## config.mk

```make
export PLATFORM = sky130hd
export DESIGN_NAME = qnv_pin_if
export DESIGN_NICKNAME = d
export VERILOG_FILES = /design/src/qnv_pkg.sv /design/src/qnv_pin_if.sv /design/src/qnv_sync.sv
export SDC_FILE = /design/constraint.sdc
export NUM_CORES = 1
export LEC_CHECK = 0
export BUFFER_PORTS_ARGS = -buffer_cell sky130_fd_sc_hd__buf_4
export CAP_MARGIN = 20
export CORE_MARGIN = 1
export CORE_UTILIZATION = 49
export CTS_CLUSTER_DIAMETER = 50
export CTS_CLUSTER_SIZE = 25
export DETAILED_ROUTE_END_ITERATION = 10
export PLACE_DENSITY = 0.74
export SETUP_SLACK_MARGIN = 0.2
export SYNTH_ARGS = -nofsm -noshare
export SYNTH_HDL_FRONTEND = slang
export SYNTH_SLANG_ARGS = --single-unit
export TNS_END_PERCENT = 1
```

## constraint.sdc

```tcl
create_clock -name clk_i -period 2.45 [get_ports clk_i]
set_clock_uncertainty 0.15 [all_clocks]
set_input_delay 0.1225 -clock clk_i [delete_from_list [all_inputs] [get_ports clk_i]]
set_output_delay 0.1225 -clock clk_i [all_outputs]
set_load 0.005 [all_outputs]
```

## src/qnv_pkg.sv

```systemverilog
// package for the quad serial nvram pin interface
package qnv_pkg;

  // ---------------------------------------------------------------
  // timing
  // ---------------------------------------------------------------
  localparam int CLK_PERIOD_NS   = 40;
  localparam int BUSY_RELEASE_NS = 50;  // busy_release_drive_time, plain default
  localparam int BUSY_RELEASE_CYC_RAW = BUSY_RELEASE_NS / CLK_PERIOD_NS;
  localparam int BUSY_RELEASE_CYC = (BUSY_RELEASE_CYC_RAW < 1) ? 1 : BUSY_RELEASE_CYC_RAW;
  localparam int REL_CNT_W       = 4;

  // ---------------------------------------------------------------
  // fields and reset values
  // ---------------------------------------------------------------
  localparam int BYTE_BITS   = 8;
  localparam int LINE_ZERO   = 0;
  localparam int LINE_ONE    = 1;
  localparam int LINE_TWO    = 2;
  localparam int LINE_THREE  = 3;
  localparam logic [3:0] OE_SINGLE = 4'h2;
  localparam logic [3:0] OE_DUAL   = 4'h3;
  localparam logic [3:0] OE_QUAD   = 4'hF;
  localparam logic [3:0] OE_NONE   = 4'h0;
  localparam logic [7:0] BYTE_RST  = 8'h00;

  // ---------------------------------------------------------------
  // types
  // ---------------------------------------------------------------
  typedef enum logic [1:0] {QNV_SINGLE, QNV_DUAL, QNV_QUAD} qnv_mode_t;

  typedef enum logic [1:0] {HSB_IDLE, HSB_BUSY, HSB_RELEASE} qnv_hsb_st_t;

  // pins seen from outside (data_line_three/two double as pause/write-protect)
  typedef struct packed {
    logic       sck;
    logic       cs_n;
    logic [3:0] io;
    logic       store_busy_pin;
  } qnv_pin_in_t;

  localparam qnv_pin_in_t PIN_IN_RST = '{sck: 1'b0, cs_n: 1'b1, io: 4'hF,
                                         store_busy_pin: 1'b1};

  // pins driven by the device
  typedef struct packed {
    logic [3:0] io;
    logic [3:0] io_oe;
    logic       store_busy_pin;
    logic       store_busy_oe;
  } qnv_pin_out_t;

endpackage

```

## src/qnv_pin_if.sv

```systemverilog
// pin-level front end of the quad serial nvram
`timescale 1ns/100ps
module qnv_pin_if
  import qnv_pkg::*;
(
  // clock and reset
  input  wire logic         clk_i,
  input  wire logic         srst_i,
  // serial pins
  input  wire qnv_pin_in_t  pins_i,
  output qnv_pin_out_t      pins_o,
  // core side: mode and direction
  input  wire qnv_mode_t    mode_i,
  input  wire logic         tx_dir_i,
  // core side: data
  input  wire logic [7:0]   tx_byte_i,
  output logic              tx_take_o,
  output logic      [7:0]   rx_byte_o,
  output logic              rx_valid_o,
  // core side: status
  output logic              sel_o,
  output logic              paused_o,
  output logic              wr_protect_o,
  // core side: store control
  input  wire logic         store_busy_i,
  input  wire logic         store_done_i,
  output logic              hw_store_req_o
);

  // ---------------------------------------------------------------
  // helpers
  // ---------------------------------------------------------------
  // bits moved per serial clock in each mode
  function automatic logic [3:0] lanes(input qnv_mode_t m);
    unique case (m)
      QNV_SINGLE: lanes = 4'd1;
      QNV_DUAL:   lanes = 4'd2;
      QNV_QUAD:   lanes = 4'd4;
      default:    lanes = 4'd1;
    endcase
  endfunction

  // ---------------------------------------------------------------
  // pin synchronisation and edge detection
  // ---------------------------------------------------------------
  qnv_pin_in_t s;
  logic        sck_prev_q;
  logic        hsb_prev_q;

  qnv_sync #(
    .W       ($bits(qnv_pin_in_t)),
    .RST_VAL (PIN_IN_RST)
  ) u_sync (
    .clk_i  (clk_i),
    .srst_i (srst_i),
    .d_i    (pins_i),
    .q_o    (s)
  );

  // previous levels for edge detection
  always_ff @(posedge clk_i) begin
    if (srst_i) begin
      sck_prev_q <= 1'b0;
      hsb_prev_q <= 1'b1;
    end else begin
      sck_prev_q <= s.sck;
      hsb_prev_q <= s.store_busy_pin;
    end
  end

  logic sck_rise;
  logic sck_fall;
  logic active;
  logic pause;

  // edges by level change serve clock idle low or high
  assign sck_rise = s.sck & ~sck_prev_q;
  assign sck_fall = ~s.sck & sck_prev_q;
  assign active   = ~s.cs_n;
  // pause pin only in single and dual modes
  assign pause    = active & (mode_i != QNV_QUAD) & ~s.io[LINE_THREE];

  // ---------------------------------------------------------------
  // shift group
  // ---------------------------------------------------------------
  logic [7:0] rx_sh_q,  rx_sh_d;
  logic [2:0] rx_cnt_q, rx_cnt_d;
  logic [7:0] tx_sh_q,  tx_sh_d;
  logic [2:0] tx_cnt_q, tx_cnt_d;
  logic [7:0] rx_byte_q, rx_byte_d;
  logic       rx_valid_q, rx_valid_d;
  logic       tx_take_q, tx_take_d;
  logic [3:0] io_q,     io_d;
  logic [3:0] io_oe_q,  io_oe_d;
  logic       sel_q,    paused_q, wp_q;

  // next shift state
  always_comb begin
    logic [3:0] n;
    logic [3:0] sum;
    logic [7:0] src;
    n          = lanes(mode_i);
    sum        = 4'h0;
    src        = tx_sh_q;
    rx_sh_d    = rx_sh_q;
    rx_cnt_d   = rx_cnt_q;
    tx_sh_d    = tx_sh_q;
    tx_cnt_d   = tx_cnt_q;
    rx_byte_d  = rx_byte_q;
    rx_valid_d = 1'b0;
    tx_take_d  = 1'b0;
    io_d       = io_q;
    io_oe_d    = OE_NONE;
    if (!active) begin
      // standby: counters cleared, pins released
      rx_cnt_d = 3'h0;
      tx_cnt_d = 3'h0;
    end else if (!pause) begin
      // receive on rising edge
      if (sck_rise && !tx_dir_i) begin
        unique case (mode_i)
          QNV_SINGLE: rx_sh_d = {rx_sh_q[6:0], s.io[LINE_ZERO]};
          QNV_DUAL:   rx_sh_d = {rx_sh_q[5:0], s.io[1:0]};
          QNV_QUAD:   rx_sh_d = {rx_sh_q[3:0], s.io[3:0]};
          default:    rx_sh_d = rx_sh_q;
        endcase
        sum      = {1'b0, rx_cnt_q} + n;
        rx_cnt_d = sum[2:0];
        if (sum[3]) begin
          rx_byte_d  = rx_sh_d;
          rx_valid_d = 1'b1;
        end
      end
      // transmit on falling edge
      if (sck_fall && tx_dir_i) begin
        if (tx_cnt_q == 3'h0) begin
          src       = tx_byte_i;
          tx_take_d = 1'b1;
        end
        unique case (mode_i)
          QNV_SINGLE: io_d = {2'b00, src[7], 1'b0};
          QNV_DUAL:   io_d = {2'b00, src[7:6]};
          QNV_QUAD:   io_d = src[7:4];
          default:    io_d = io_q;
        endcase
        tx_sh_d  = src << n;
        sum      = {1'b0, tx_cnt_q} + n;
        tx_cnt_d = sum[2:0];
      end
      // drive enables per mode while sending
      if (tx_dir_i) begin
        unique case (mode_i)
          QNV_SINGLE: io_oe_d = OE_SINGLE;
          QNV_DUAL:   io_oe_d = OE_DUAL;
          QNV_QUAD:   io_oe_d = OE_QUAD;
          default:    io_oe_d = OE_NONE;
        endcase
      end
    end
  end

  // shift registers
  always_ff @(posedge clk_i) begin
    if (srst_i) begin
      rx_sh_q    <= BYTE_RST;
      rx_cnt_q   <= 3'h0;
      tx_sh_q    <= BYTE_RST;
      tx_cnt_q   <= 3'h0;
      rx_byte_q  <= BYTE_RST;
      rx_valid_q <= 1'b0;
      tx_take_q  <= 1'b0;
      io_q       <= 4'h0;
      io_oe_q    <= OE_NONE;
      sel_q      <= 1'b0;
      paused_q   <= 1'b0;
      wp_q       <= 1'b0;
    end else begin
      rx_sh_q    <= rx_sh_d;
      rx_cnt_q   <= rx_cnt_d;
      tx_sh_q    <= tx_sh_d;
      tx_cnt_q   <= tx_cnt_d;
      rx_byte_q  <= rx_byte_d;
      rx_valid_q <= rx_valid_d;
      tx_take_q  <= tx_take_d;
      io_q       <= io_d;
      io_oe_q    <= io_oe_d;
      sel_q      <= active;
      paused_q   <= pause;
      wp_q       <= (mode_i != QNV_QUAD) & ~s.io[LINE_TWO];
    end
  end

  // ---------------------------------------------------------------
  // store-busy pin group
  // ---------------------------------------------------------------
  qnv_hsb_st_t          hsb_st_q,  hsb_st_d;
  logic [REL_CNT_W-1:0] rel_cnt_q, rel_cnt_d;
  logic                 hsb_q,     hsb_d;
  logic                 hsb_oe_q,  hsb_oe_d;
  logic                 req_q,     req_d;
  logic                 hsb_fall;

  assign hsb_fall = hsb_prev_q & ~s.store_busy_pin;

  // next store-busy state
  always_comb begin
    hsb_st_d  = hsb_st_q;
    rel_cnt_d = rel_cnt_q;
    req_d     = 1'b0;
    unique case (hsb_st_q)
      HSB_IDLE: begin
        if (store_busy_i) begin
          hsb_st_d = HSB_BUSY;
        end else if (hsb_fall) begin
          req_d = 1'b1;
        end
      end
      HSB_BUSY: begin
        if (store_done_i) begin
          hsb_st_d  = HSB_RELEASE;
          rel_cnt_d = REL_CNT_W'(BUSY_RELEASE_CYC - 1);
        end else if (!store_busy_i) begin
          hsb_st_d = HSB_IDLE;
        end
      end
      HSB_RELEASE: begin
        if (store_busy_i) begin
          hsb_st_d = HSB_BUSY;
        end else if (rel_cnt_q == '0) begin
          hsb_st_d = HSB_IDLE;
        end else begin
          rel_cnt_d = rel_cnt_q - 1'b1;
        end
      end
    endcase
    // low while busy, high while releasing, else weak pull-up
    hsb_oe_d = (hsb_st_d != HSB_IDLE);
    hsb_d    = (hsb_st_d == HSB_RELEASE);
  end

  // store-busy registers
  always_ff @(posedge clk_i) begin
    if (srst_i) begin
      hsb_st_q  <= HSB_IDLE;
      rel_cnt_q <= '0;
      hsb_q     <= 1'b1;
      hsb_oe_q  <= 1'b0;
      req_q     <= 1'b0;
    end else begin
      hsb_st_q  <= hsb_st_d;
      rel_cnt_q <= rel_cnt_d;
      hsb_q     <= hsb_d;
      hsb_oe_q  <= hsb_oe_d;
      req_q     <= req_d;
    end
  end

  // ---------------------------------------------------------------
  // outputs
  // ---------------------------------------------------------------
  assign pins_o         = '{io: io_q, io_oe: io_oe_q, store_busy_pin: hsb_q,
                            store_busy_oe: hsb_oe_q};
  assign tx_take_o      = tx_take_q;
  assign rx_byte_o      = rx_byte_q;
  assign rx_valid_o     = rx_valid_q;
  assign sel_o          = sel_q;
  assign paused_o       = paused_q;
  assign wr_protect_o   = wp_q;
  assign hw_store_req_o = req_q;
endmodule

```

## src/qnv_sync.sv

```systemverilog
// two-stage synchroniser for pin inputs
`timescale 1ns/100ps
module qnv_sync #(
  parameter int             W       = 1,
  parameter logic [W-1:0]   RST_VAL = '0
) (
  // clock and reset
  input  wire logic         clk_i,
  input  wire logic         srst_i,
  // data
  input  wire logic [W-1:0] d_i,
  output logic      [W-1:0] q_o
);

  logic [W-1:0] meta_q;
  logic [W-1:0] meta_d;
  logic [W-1:0] q_d;

  // next values of both stages
  always_comb begin
    meta_d = d_i;
    q_d    = meta_q;
  end

  // stage registers
  always_ff @(posedge clk_i) begin
    if (srst_i) begin
      meta_q <= RST_VAL;
      q_o    <= RST_VAL;
    end else begin
      meta_q <= meta_d;
      q_o    <= q_d;
    end
  end

endmodule

```

After elaboration in Yosys (flattened, before gate mapping)
Cells that the tools add are included.

Mux-type cells: 21. Div/mod/pow operators: 0. Add/sub/neg operators: 3. Shift-type cells: 1. Bitwise operators: 17. Equal/unequal tests: 9. $lt $le $gt $ge: 0. Multipliers: 0. Reductions and logical operators: 22.

Operators with widths (number): $mux W8 (4); $pmux W4 S3 (2); $pmux W8 S3 (1); $mux W4 (3); $reduce_and A4 Y1 (3); $reduce_or A4 Y1 (3); $not A1 Y1 (11); $mux W2 (5); $ne A2 B2 Y1 const B (4); $pmux W4 S2 (1); $shl A8 B4 Y8 (1); $and A1 B1 Y1 (6); $eq A2 B2 Y1 const B (3); $pmux W2 S3 (1); $pmux W3 S2 (1); $reduce_and A3 Y1 (2); $add A3 B4 Y4 (1); $eq A2 B1 Y1 const B (2); $logic_not A2 Y1 (2); $logic_not A4 Y1 (1); $reduce_and A2 Y1 (2); $reduce_bool A2 Y1 (2); $sub A4 B1 Y4 const B (1); $add A3 B3 Y3 (1); 7 further kinds (10).

Memory bits (read-only): 0. Memories kept: 0. Latch bits: 0. Output and inout port bits: 24. Bits in registers: 68. Bits of input ports: 22. Bits in writable memories: 0.

Logic depth before layout (Yosys ltp)
Gate-level depths: netlist of the first run.

Depth after elaboration: 7. Depth in mapped cells: 12. Gate-level depth less buffers: 9.

Hierarchy
From an unflattened synthesis of the first run, not the netlist that was laid out.

Cells, all modules: 356. Area, all modules: 3239.4 sq um.

By module, submodules not included: qnv_pin_if (area each 2855.2 sq um, cells each 327, times used 1, seq. area each 1061.0 sq um); qnv_sync (area each 384.1 sq um, cells each 29, times used 1, seq. area each 280.3 sq um).

Least setup slack after synthesis of the first run
No wires, ideal clock.

Path type: input-to-reg. Start point: input mode_i[0]. End point: register tx_sh_q[7]. Setup slack: 0.382 ns. Path buffers: 2. Arrival: 1.790 ns. Cell stages on the path: 8. Setup time: 0.128 ns. Path through: inv_1 > ha_1 > buf_6 > buf_8 > mux4_2 > mux4_2 > mux2i_1 > nor2_1.

Cells in the longest elaborated chain, start to end: 5. Elaborated cells between the ends (all ways): 9. Classes of those cells: 3 x eq/ne; 1 x shift; 1 x mux; 3 x bitwise; 1 x reduce/logical.

Ends and longest elaborated chain: from (decl) (RTL line qnv_pin_if.sv:13) `input wire qnv_mode_t mode_i,`; branches (longest 5 deep; another with $shl A8 B4 Y8); to (signal assigned) (RTL line qnv_pin_if.sv:180) `tx_sh_q <= tx_sh_d;`; to (decl) (RTL line qnv_pin_if.sv:88) `logic [7:0] tx_sh_q, tx_sh_d;`.

Several ways; the timed one is not identified. A chain may end at the register's enable or synchronous reset.

Final worst setup path of the first run
Same ends and word-level chain as after synthesis.

==> impl_metrics.yaml, run 1 <==
outcome:
  outcome: "complete, but fails checks"
  failed_checks: "DRC"
synthesis:
  syn_area_per_cell_sq_um: 9.86
  synth.area.top_cells: "dfxtp_1 41%, mux2i_1 7.3%, ha_1 5.3%"
  yosysWarnings: 0
  ys_async_sr_fraction_pct: 0
  synth-edff-count: 0
  netlist_area_sq_um: 3290
  ys_seq_elements: 67
  ys_types: 53
  synth_common_cells: "67 x dfxtp_1, 40 x nor2_1, 24 x mux2i_1, 22 x inv_1, 18 x a21oi_1"
  synth_ff_type: "dfxtp_1"
  synth_top_area_cell: "dfxtp_1"
  synthCells: 334
  synth.net_count: 372
  yosysTopAreaCellShare_pct: 40.7
  ys_seq_area_share_pct: 40.7
  synth_most_common_cell: "dfxtp_1"
placed_design:
  place_hpwl_microns: 4590
  gp_congestion: 0.894
  place_ws_ps: -89.6
  port_buffers: 45
  dpl_cell_area_sq_um: 3640
route:
  first_pass_iters: 7
  drt-initial-drc-count: 140
  drc: 8
  route.met3.wl_microns: 297
  dr.max_layer_used: "met4"
  wl_per_cell_microns: 14.0
  met2_length_microns: 3200
  wl_met1_microns: 2890
  postRouteAntennaNets: 0
  routed_wirelength_microns: 6560
  via_count: 2551
  routed_via_density: 5.44
pwr:
  intPower_mw: 1.85
  p_leak_nw: 1.63
  p_switching_mw: 0.522
  clkPwrFrac_pct: 41.2
  p_comb_share_pct: 11.3
  seqPwrFrac_pct: 47.5
  p_per_area_nw_per_um2: 601
  ir_drop_uv: 348
  switching_share_pct: 22.1
worst_setup_path:
  cp-start-kind: "input port"
  cp.required_ps: 2510
  setup.worst_path.class: "in -> reg"
  r2r_slack_ps: 360
  timing.rr.start: "tx_cnt_q[1]$_SDFFE_PP0P_"
  crit_fanout: 6
  end_kind: "register"
  slowest_delay_ps: 590
  endpoint: "tx_sh_q[7]$_SDFFE_PP0P_"
  crit_top_cell: "buf_4"
  r2r_cells: 5
  crit_start: "mode_i[0]"
  path_cells: "buf_4 > inv_1 > ha_1 > buf_4 > mux4_1 > mux4_2 > mux2i_1 > nor2_1"
  arrival_ps: 2150
  rr_endpoint: "tx_sh_q[7]$_SDFFE_PP0P_"
  slowest_stage: "mux4_1"
sta:
  fin_ws_ps: 358
  min_period_over_period_pct: 85.4
  min_period_ps: 2090
  report.final.slew_viol_count: 0
  relSlewSlack_pct: 48.3
  hold_slack_ps: 92.2
  hold_violations: 0
  worstMarginPinSlew_ps: 775
  rsz0062_at_grt: "false"
  setup_viol: 0
  max_freq_mhz: 478
cts:
  clkTransAtPathRegs_ps: 70
  clock_path_buffers: 2
  cts_buffers: 9
  root_buffer: "clkbuf_8"
  cts_num_sinks: 67
  cts_tree: "built"
  htreeDepth: 3
  clk-insertion-delay-late_ps: 330
die:
  fp-row-count: 29
  die_x_microns: 84.0
  dieHeight_microns: 84.0
  ios: 46
  start_util_pct: 51.3
  core_area_sq_um: 6420
  die_area_sq_um: 7050
global_routing:
  track_usage_pct: 19.9
  antenna_found_initial: 0
  grt_max_degree: 54
  grt_pass1_vias: 2420
  grt_overflow: 0
  grt_pass1_wl_microns: 11100
layout:
  fill_cells: 553
  fin_area_sq_um: 3940
  final-seq-area_sq_um: 1340
  nNetsFinal: 426
  multi_input_area_sq_um: 1700
  drive_gt1_share_pct: 25.0
  final_core_util_pct: 61.4
  synthToLayoutAreaGrowth_pct: 19.8
  diodes: 0
worst_hold_path:
  hold_class: "in -> reg"
run:
  cap_violations: 0
==> worst min-delay path by stage <==
stage | startpoint | endpoint | slack (ps) | cells past startpoint
2_1_floorplan | store_busy_i | hw_store_req_o$_SDFF_PP0_ | 50 | 1
3_3_place_gp | pins_i[3] | u_sync.meta_q[3]$_SDFF_PP1_ | 160 | 2
3_5_place_dp | pins_i[0] | u_sync.meta_q[0]$_SDFF_PP1_ | 160 | 2
4_1_cts | srst_i | rx_sh_q[5]$_SDFFE_PP0P_ | 90 | 2
5_1_grt | srst_i | u_sync.meta_q[6]$_SDFF_PP0_ | 100 | 2
6_report | srst_i | rel_cnt_q[0]$_SDFFE_PP0P_ | 90 | 2
==> routing by layer <==
layer | vias up | global-route usage (%)
met1 | 1204 | 23.4
met3 | 16 | 5.34
li1 | 1272 | -
met4 | 0 | 8.78
met2 | 59 | 33.8
met5 | - | 0
==> cells by family after synthesis <==
| logic type | count (synthesis) | share of synthesized area (%) |
|---|---|---|
| and+or+nand+nor | 105 | 16.8 |
| DFF | 67 | 40.7 |
| AOI/OAI and AO/OA | 60 | 12.5 |
| buffers and inverters | 45 | 7.83 |
| muxes | 36 | 14.3 |
| adders and majority gates | 16 | 6.54 |
| xor gates and xnor gates | 5 | 1.33 |
==> flip-flops by register name, summed over array words and instances, names as in the netlist, 2 cells and up <==
register / flops
rx_byte_o: 8
rx_sh_q: 8
tx_sh_q: 8
u_sync.meta_q: 7
u_sync.q_o: 7
io_q: 4
rel_cnt_q: 4
io_oe_q: 3
rx_cnt_q: 3
tx_cnt_q: 3
hsb_st_q: 2
==> power groups by stage <==
| stage | logic (mW) | registers, mW | clock network, mW |
|---|---|---|---|
| after floorplan | 0.183 | 1.15 | 0 |
| final | 0.267 | 1.13 | 0.976 |
| after detailed placement | 0.254 | 1.15 | 0 |
| after global routing | 0.293 | 1.13 | 1.05 |
| after global placement | 0.248 | 1.15 | 0 |
| after CTS | 0.266 | 1.13 | 1.00 |
==> through the flow <==
step | setup TNS (ps) | std cells | power (mW)
finish | 0 | 469 | 2.37
global route | 0 | 469 | 2.47
CTS | 0 | 469 | 2.40
detailed placement | -579 | 445 | 1.40
global placement | 0 | 445 | 1.40
floorplan | 0 | 334 | 1.33
==> placed cells by master, fill, tap and decap left out, types with 3 or more instances in the layout <==
cell / n
a211oi_1: 6
a21o_1: 3
a21oi_1: 18
a222oi_1: 6
a22oi_1: 3
and2_1: 5
buf_4: 57
clkbuf_1: 3
clkbuf_8: 10
dfxtp_1: 67
dlygate4sd3_1: 9
ha_1: 14
inv_1: 22
mux2_2: 5
mux2i_1: 24
mux4_1: 4
mux4_2: 3
nand2_1: 11
nand2b_1: 3
nand3_1: 6
nor2_1: 40
nor2b_1: 7
nor3_1: 7
o21ai_0: 8
or2_2: 14
xor2_1: 4
==> worst max-delay path: cells and delay by family <==
| family | cells | cell delay, ps |
|---|---|---|
| mux | 3 | 1190 |
| fa+ha+maj | 1 | 430 |
| simple gates | 1 | 50 |
| buf+inv | 3 | 350 |
==> layout make-up <==
| cell class | count | share of cell area, % |
|---|---|---|
| tap | 77 | 2.44 |
| timing repair buffer | 66 | 13.1 |
| clock buffer | 13 | 3.78 |
| clock inverter | 2 | 1.52 |
| inverter | 22 | 2.09 |
| multi-input combinational | 222 | 43.0 |
| sequential | 67 | 34.0 |
==> repair_timing <==
action                                 4_1_cts  5_1_grt
resized for setup                            1        0
setup endpoints to repair                    8        0
setup buffers                                0        0
endpoints found under the hold margin        9        0
hold buffers                                 9        0
(Power assumes the default switching activity.)
==> inputs of run 2 (changes only) <==
Settings changed: CORE_UTILIZATION 49 to 40, PLACE_DENSITY 0.74 to 0.63, SLEW_MARGIN from default to 20.
==> impl_metrics.yaml, run 2 (synthesis gave the netlist of run 1 again) <==
sta:
  fin_ws_ps: 386
  fin_tns_setup_ps: 0
  setup_viol: 0
  hold_slack_ps: 84.7
  rsz0062_at_grt: "false"
  min_period_over_period_pct: 84.2
  relSlewSlack_pct: 53.0
  report.final.slew_viol_count: 0
  worstMarginPinSlew_ps: 696
  hold_violations: 0
  max_freq_mhz: 485
  min_period_ps: 2060
layout:
  drive_gt1_share_pct: 24.9
  stdcell_count: 491
  synthToLayoutAreaGrowth_pct: 19.8
  nNetsFinal: 423
  final_common_cell: "dfxtp_1"
  fill_cells: 756
  final_cell_mix: "67 x dfxtp_1, 53 x buf_4, 40 x nor2_1"
  fin_area_sq_um: 3940
  final_core_util_pct: 50.3
  diodes: 0
cts:
  clock_path_buffers: 2
  root_buffer: "clkbuf_8"
  cts_tree: "built"
  clkTransAtPathRegs_ps: 80
  cts_num_sinks: 67
  post_cts_buffers: 0
  cts_buffers: 9
  htreeDepth: 3
  clk-insertion-delay-late_ps: 340
placed_design:
  dpl_cell_area_sq_um: 3660
  place_inst: 467
  gp_congestion: 0.803
  place_hpwl_microns: 4600
  port_buffers: 45
  place_ws_ps: 89.4
die:
  die_area_sq_um: 8600
  ios: 46
  start_util_pct: 41.9
  die_x_microns: 92.7
  dieHeight_microns: 92.7
  core_area_sq_um: 7850
  fp-row-count: 32
worst_setup_path:
  r2r_slack_ps: 390
  cp-start-kind: "register"
  timing.rr.start: "tx_cnt_q[0]$_SDFFE_PP0P_"
  endpoint: "tx_sh_q[7]$_SDFFE_PP0P_"
  rr_endpoint: "tx_sh_q[7]$_SDFFE_PP0P_"
  slowest_stage: "mux4_2"
  path_cells: "nor3_4 > mux4_1 > mux4_2 > mux2i_1 > nor2_1"
  crit_fanout: 8
  setup.worst_path.class: "reg -> reg"
  cp_top_family: "multiplexers"
  end_kind: "register"
  slowest_delay_ps: 490
  cp_num_buf_inv: 0
  crit_cells: 5
  crit_start: "tx_cnt_q[0]$_SDFFE_PP0P_"
  arrival_ps: 2140
  cp.required_ps: 2520
  r2r_cells: 5
pwr:
  power_mw: 2.29
  ir_drop_uv: 426
  p_comb_share_pct: 11.5
  clkPwrFrac_pct: 39.3
  p_switching_mw: 0.575
  p_per_area_nw_per_um2: 580
  p_leak_nw: 1.61
  intPower_mw: 1.71
  switching_share_pct: 25.1
  seqPwrFrac_pct: 49.2
global_routing:
  antenna_found_initial: 0
  track_usage_pct: 16.6
  grt_max_degree: 54
  grt_pass1_wl_microns: 11200
  grt_overflow: 0
  grt_pass1_vias: 2428
route:
  postRouteAntennaNets: 0
  first_pass_iters: 4
  via_count: 2480
  drt-initial-drc-count: 89
  drc: 0
  wl_per_cell_microns: 13.4
  routed_via_density: 5.05
  routed_wirelength_microns: 6590
worst_hold_path:
  hold_class: "in -> reg"
outcome:
  outcome: "complete, no violations"
run:
  cap_violations: 0
-- run 2: cell types whose count changed in the layout (fill, tap and decap cells not counted), sizes merged --
cell | before | now
clkinvlp | 0 | 2
clkinv | 0 | 3
buf | 57 | 54
bufinv | 2 | 1
clkbuf | 13 | 9
-- run 2: power by group through the flow --
stage / clock network [mW] / logic, mW / registers [mW]
2_1_floorplan: 0 / 0.183 / 1.15
3_3_place_gp: 0 / 0.247 / 1.15
3_5_place_dp: 0 / 0.250 / 1.15
4_1_cts: 0.931 / 0.262 / 1.12
5_1_grt: 0.988 / 0.288 / 1.13
6_report: 0.898 / 0.262 / 1.12
-- run 2: worst min-delay path by stage --
stage                                              to  slack, ps  depth (start not counted)         start
final                       rel_cnt_q[1]$_SDFFE_PP0P_         80                          2        srst_i
after global routing          rx_sh_q[5]$_SDFFE_PP0P_        100                          2        srst_i
after CTS                     rx_sh_q[5]$_SDFFE_PP0P_         70                          2        srst_i
after detailed placement  u_sync.meta_q[2]$_SDFF_PP1_        160                          2     pins_i[2]
after global placement    u_sync.meta_q[3]$_SDFF_PP1_        160                          2     pins_i[3]
after floorplan             hw_store_req_o$_SDFF_PP0_         50                          1  store_busy_i
-- run 2: layer usage --
layer  global-route usage [%]  wire [microns]  vias up  part of all wire (%)
li1                         -               -     1262                     -
met1                     20.9            3080     1149                    47
met2                     26.2            3130       63                    47
met3                     5.91             317        6                   4.8
met4                     6.15              70        0                   1.1
met5                        0               0        -                     0
-- run 2: what timing repair did --
action | 4_1_cts | 5_1_grt
hold buffers | 9 | 0
endpoints found under the hold margin | 9 | 0
gates resized for setup | 0 | 0
-- run 2: layout make-up --
cell class / instances / area (sq um) / share of cell area (%)
clock buffer: 9 / 124 / 3.14
inverter: 22 / 82.6 / 2.09
clock inverter: 6 / 67.6 / 1.71
timing repair buffer: 63 / 508 / 12.9
multi-input combinational: 222 / 1690 / 42.9
tap: 102 / 128 / 3.24
sequential: 67 / 1340 / 34.0
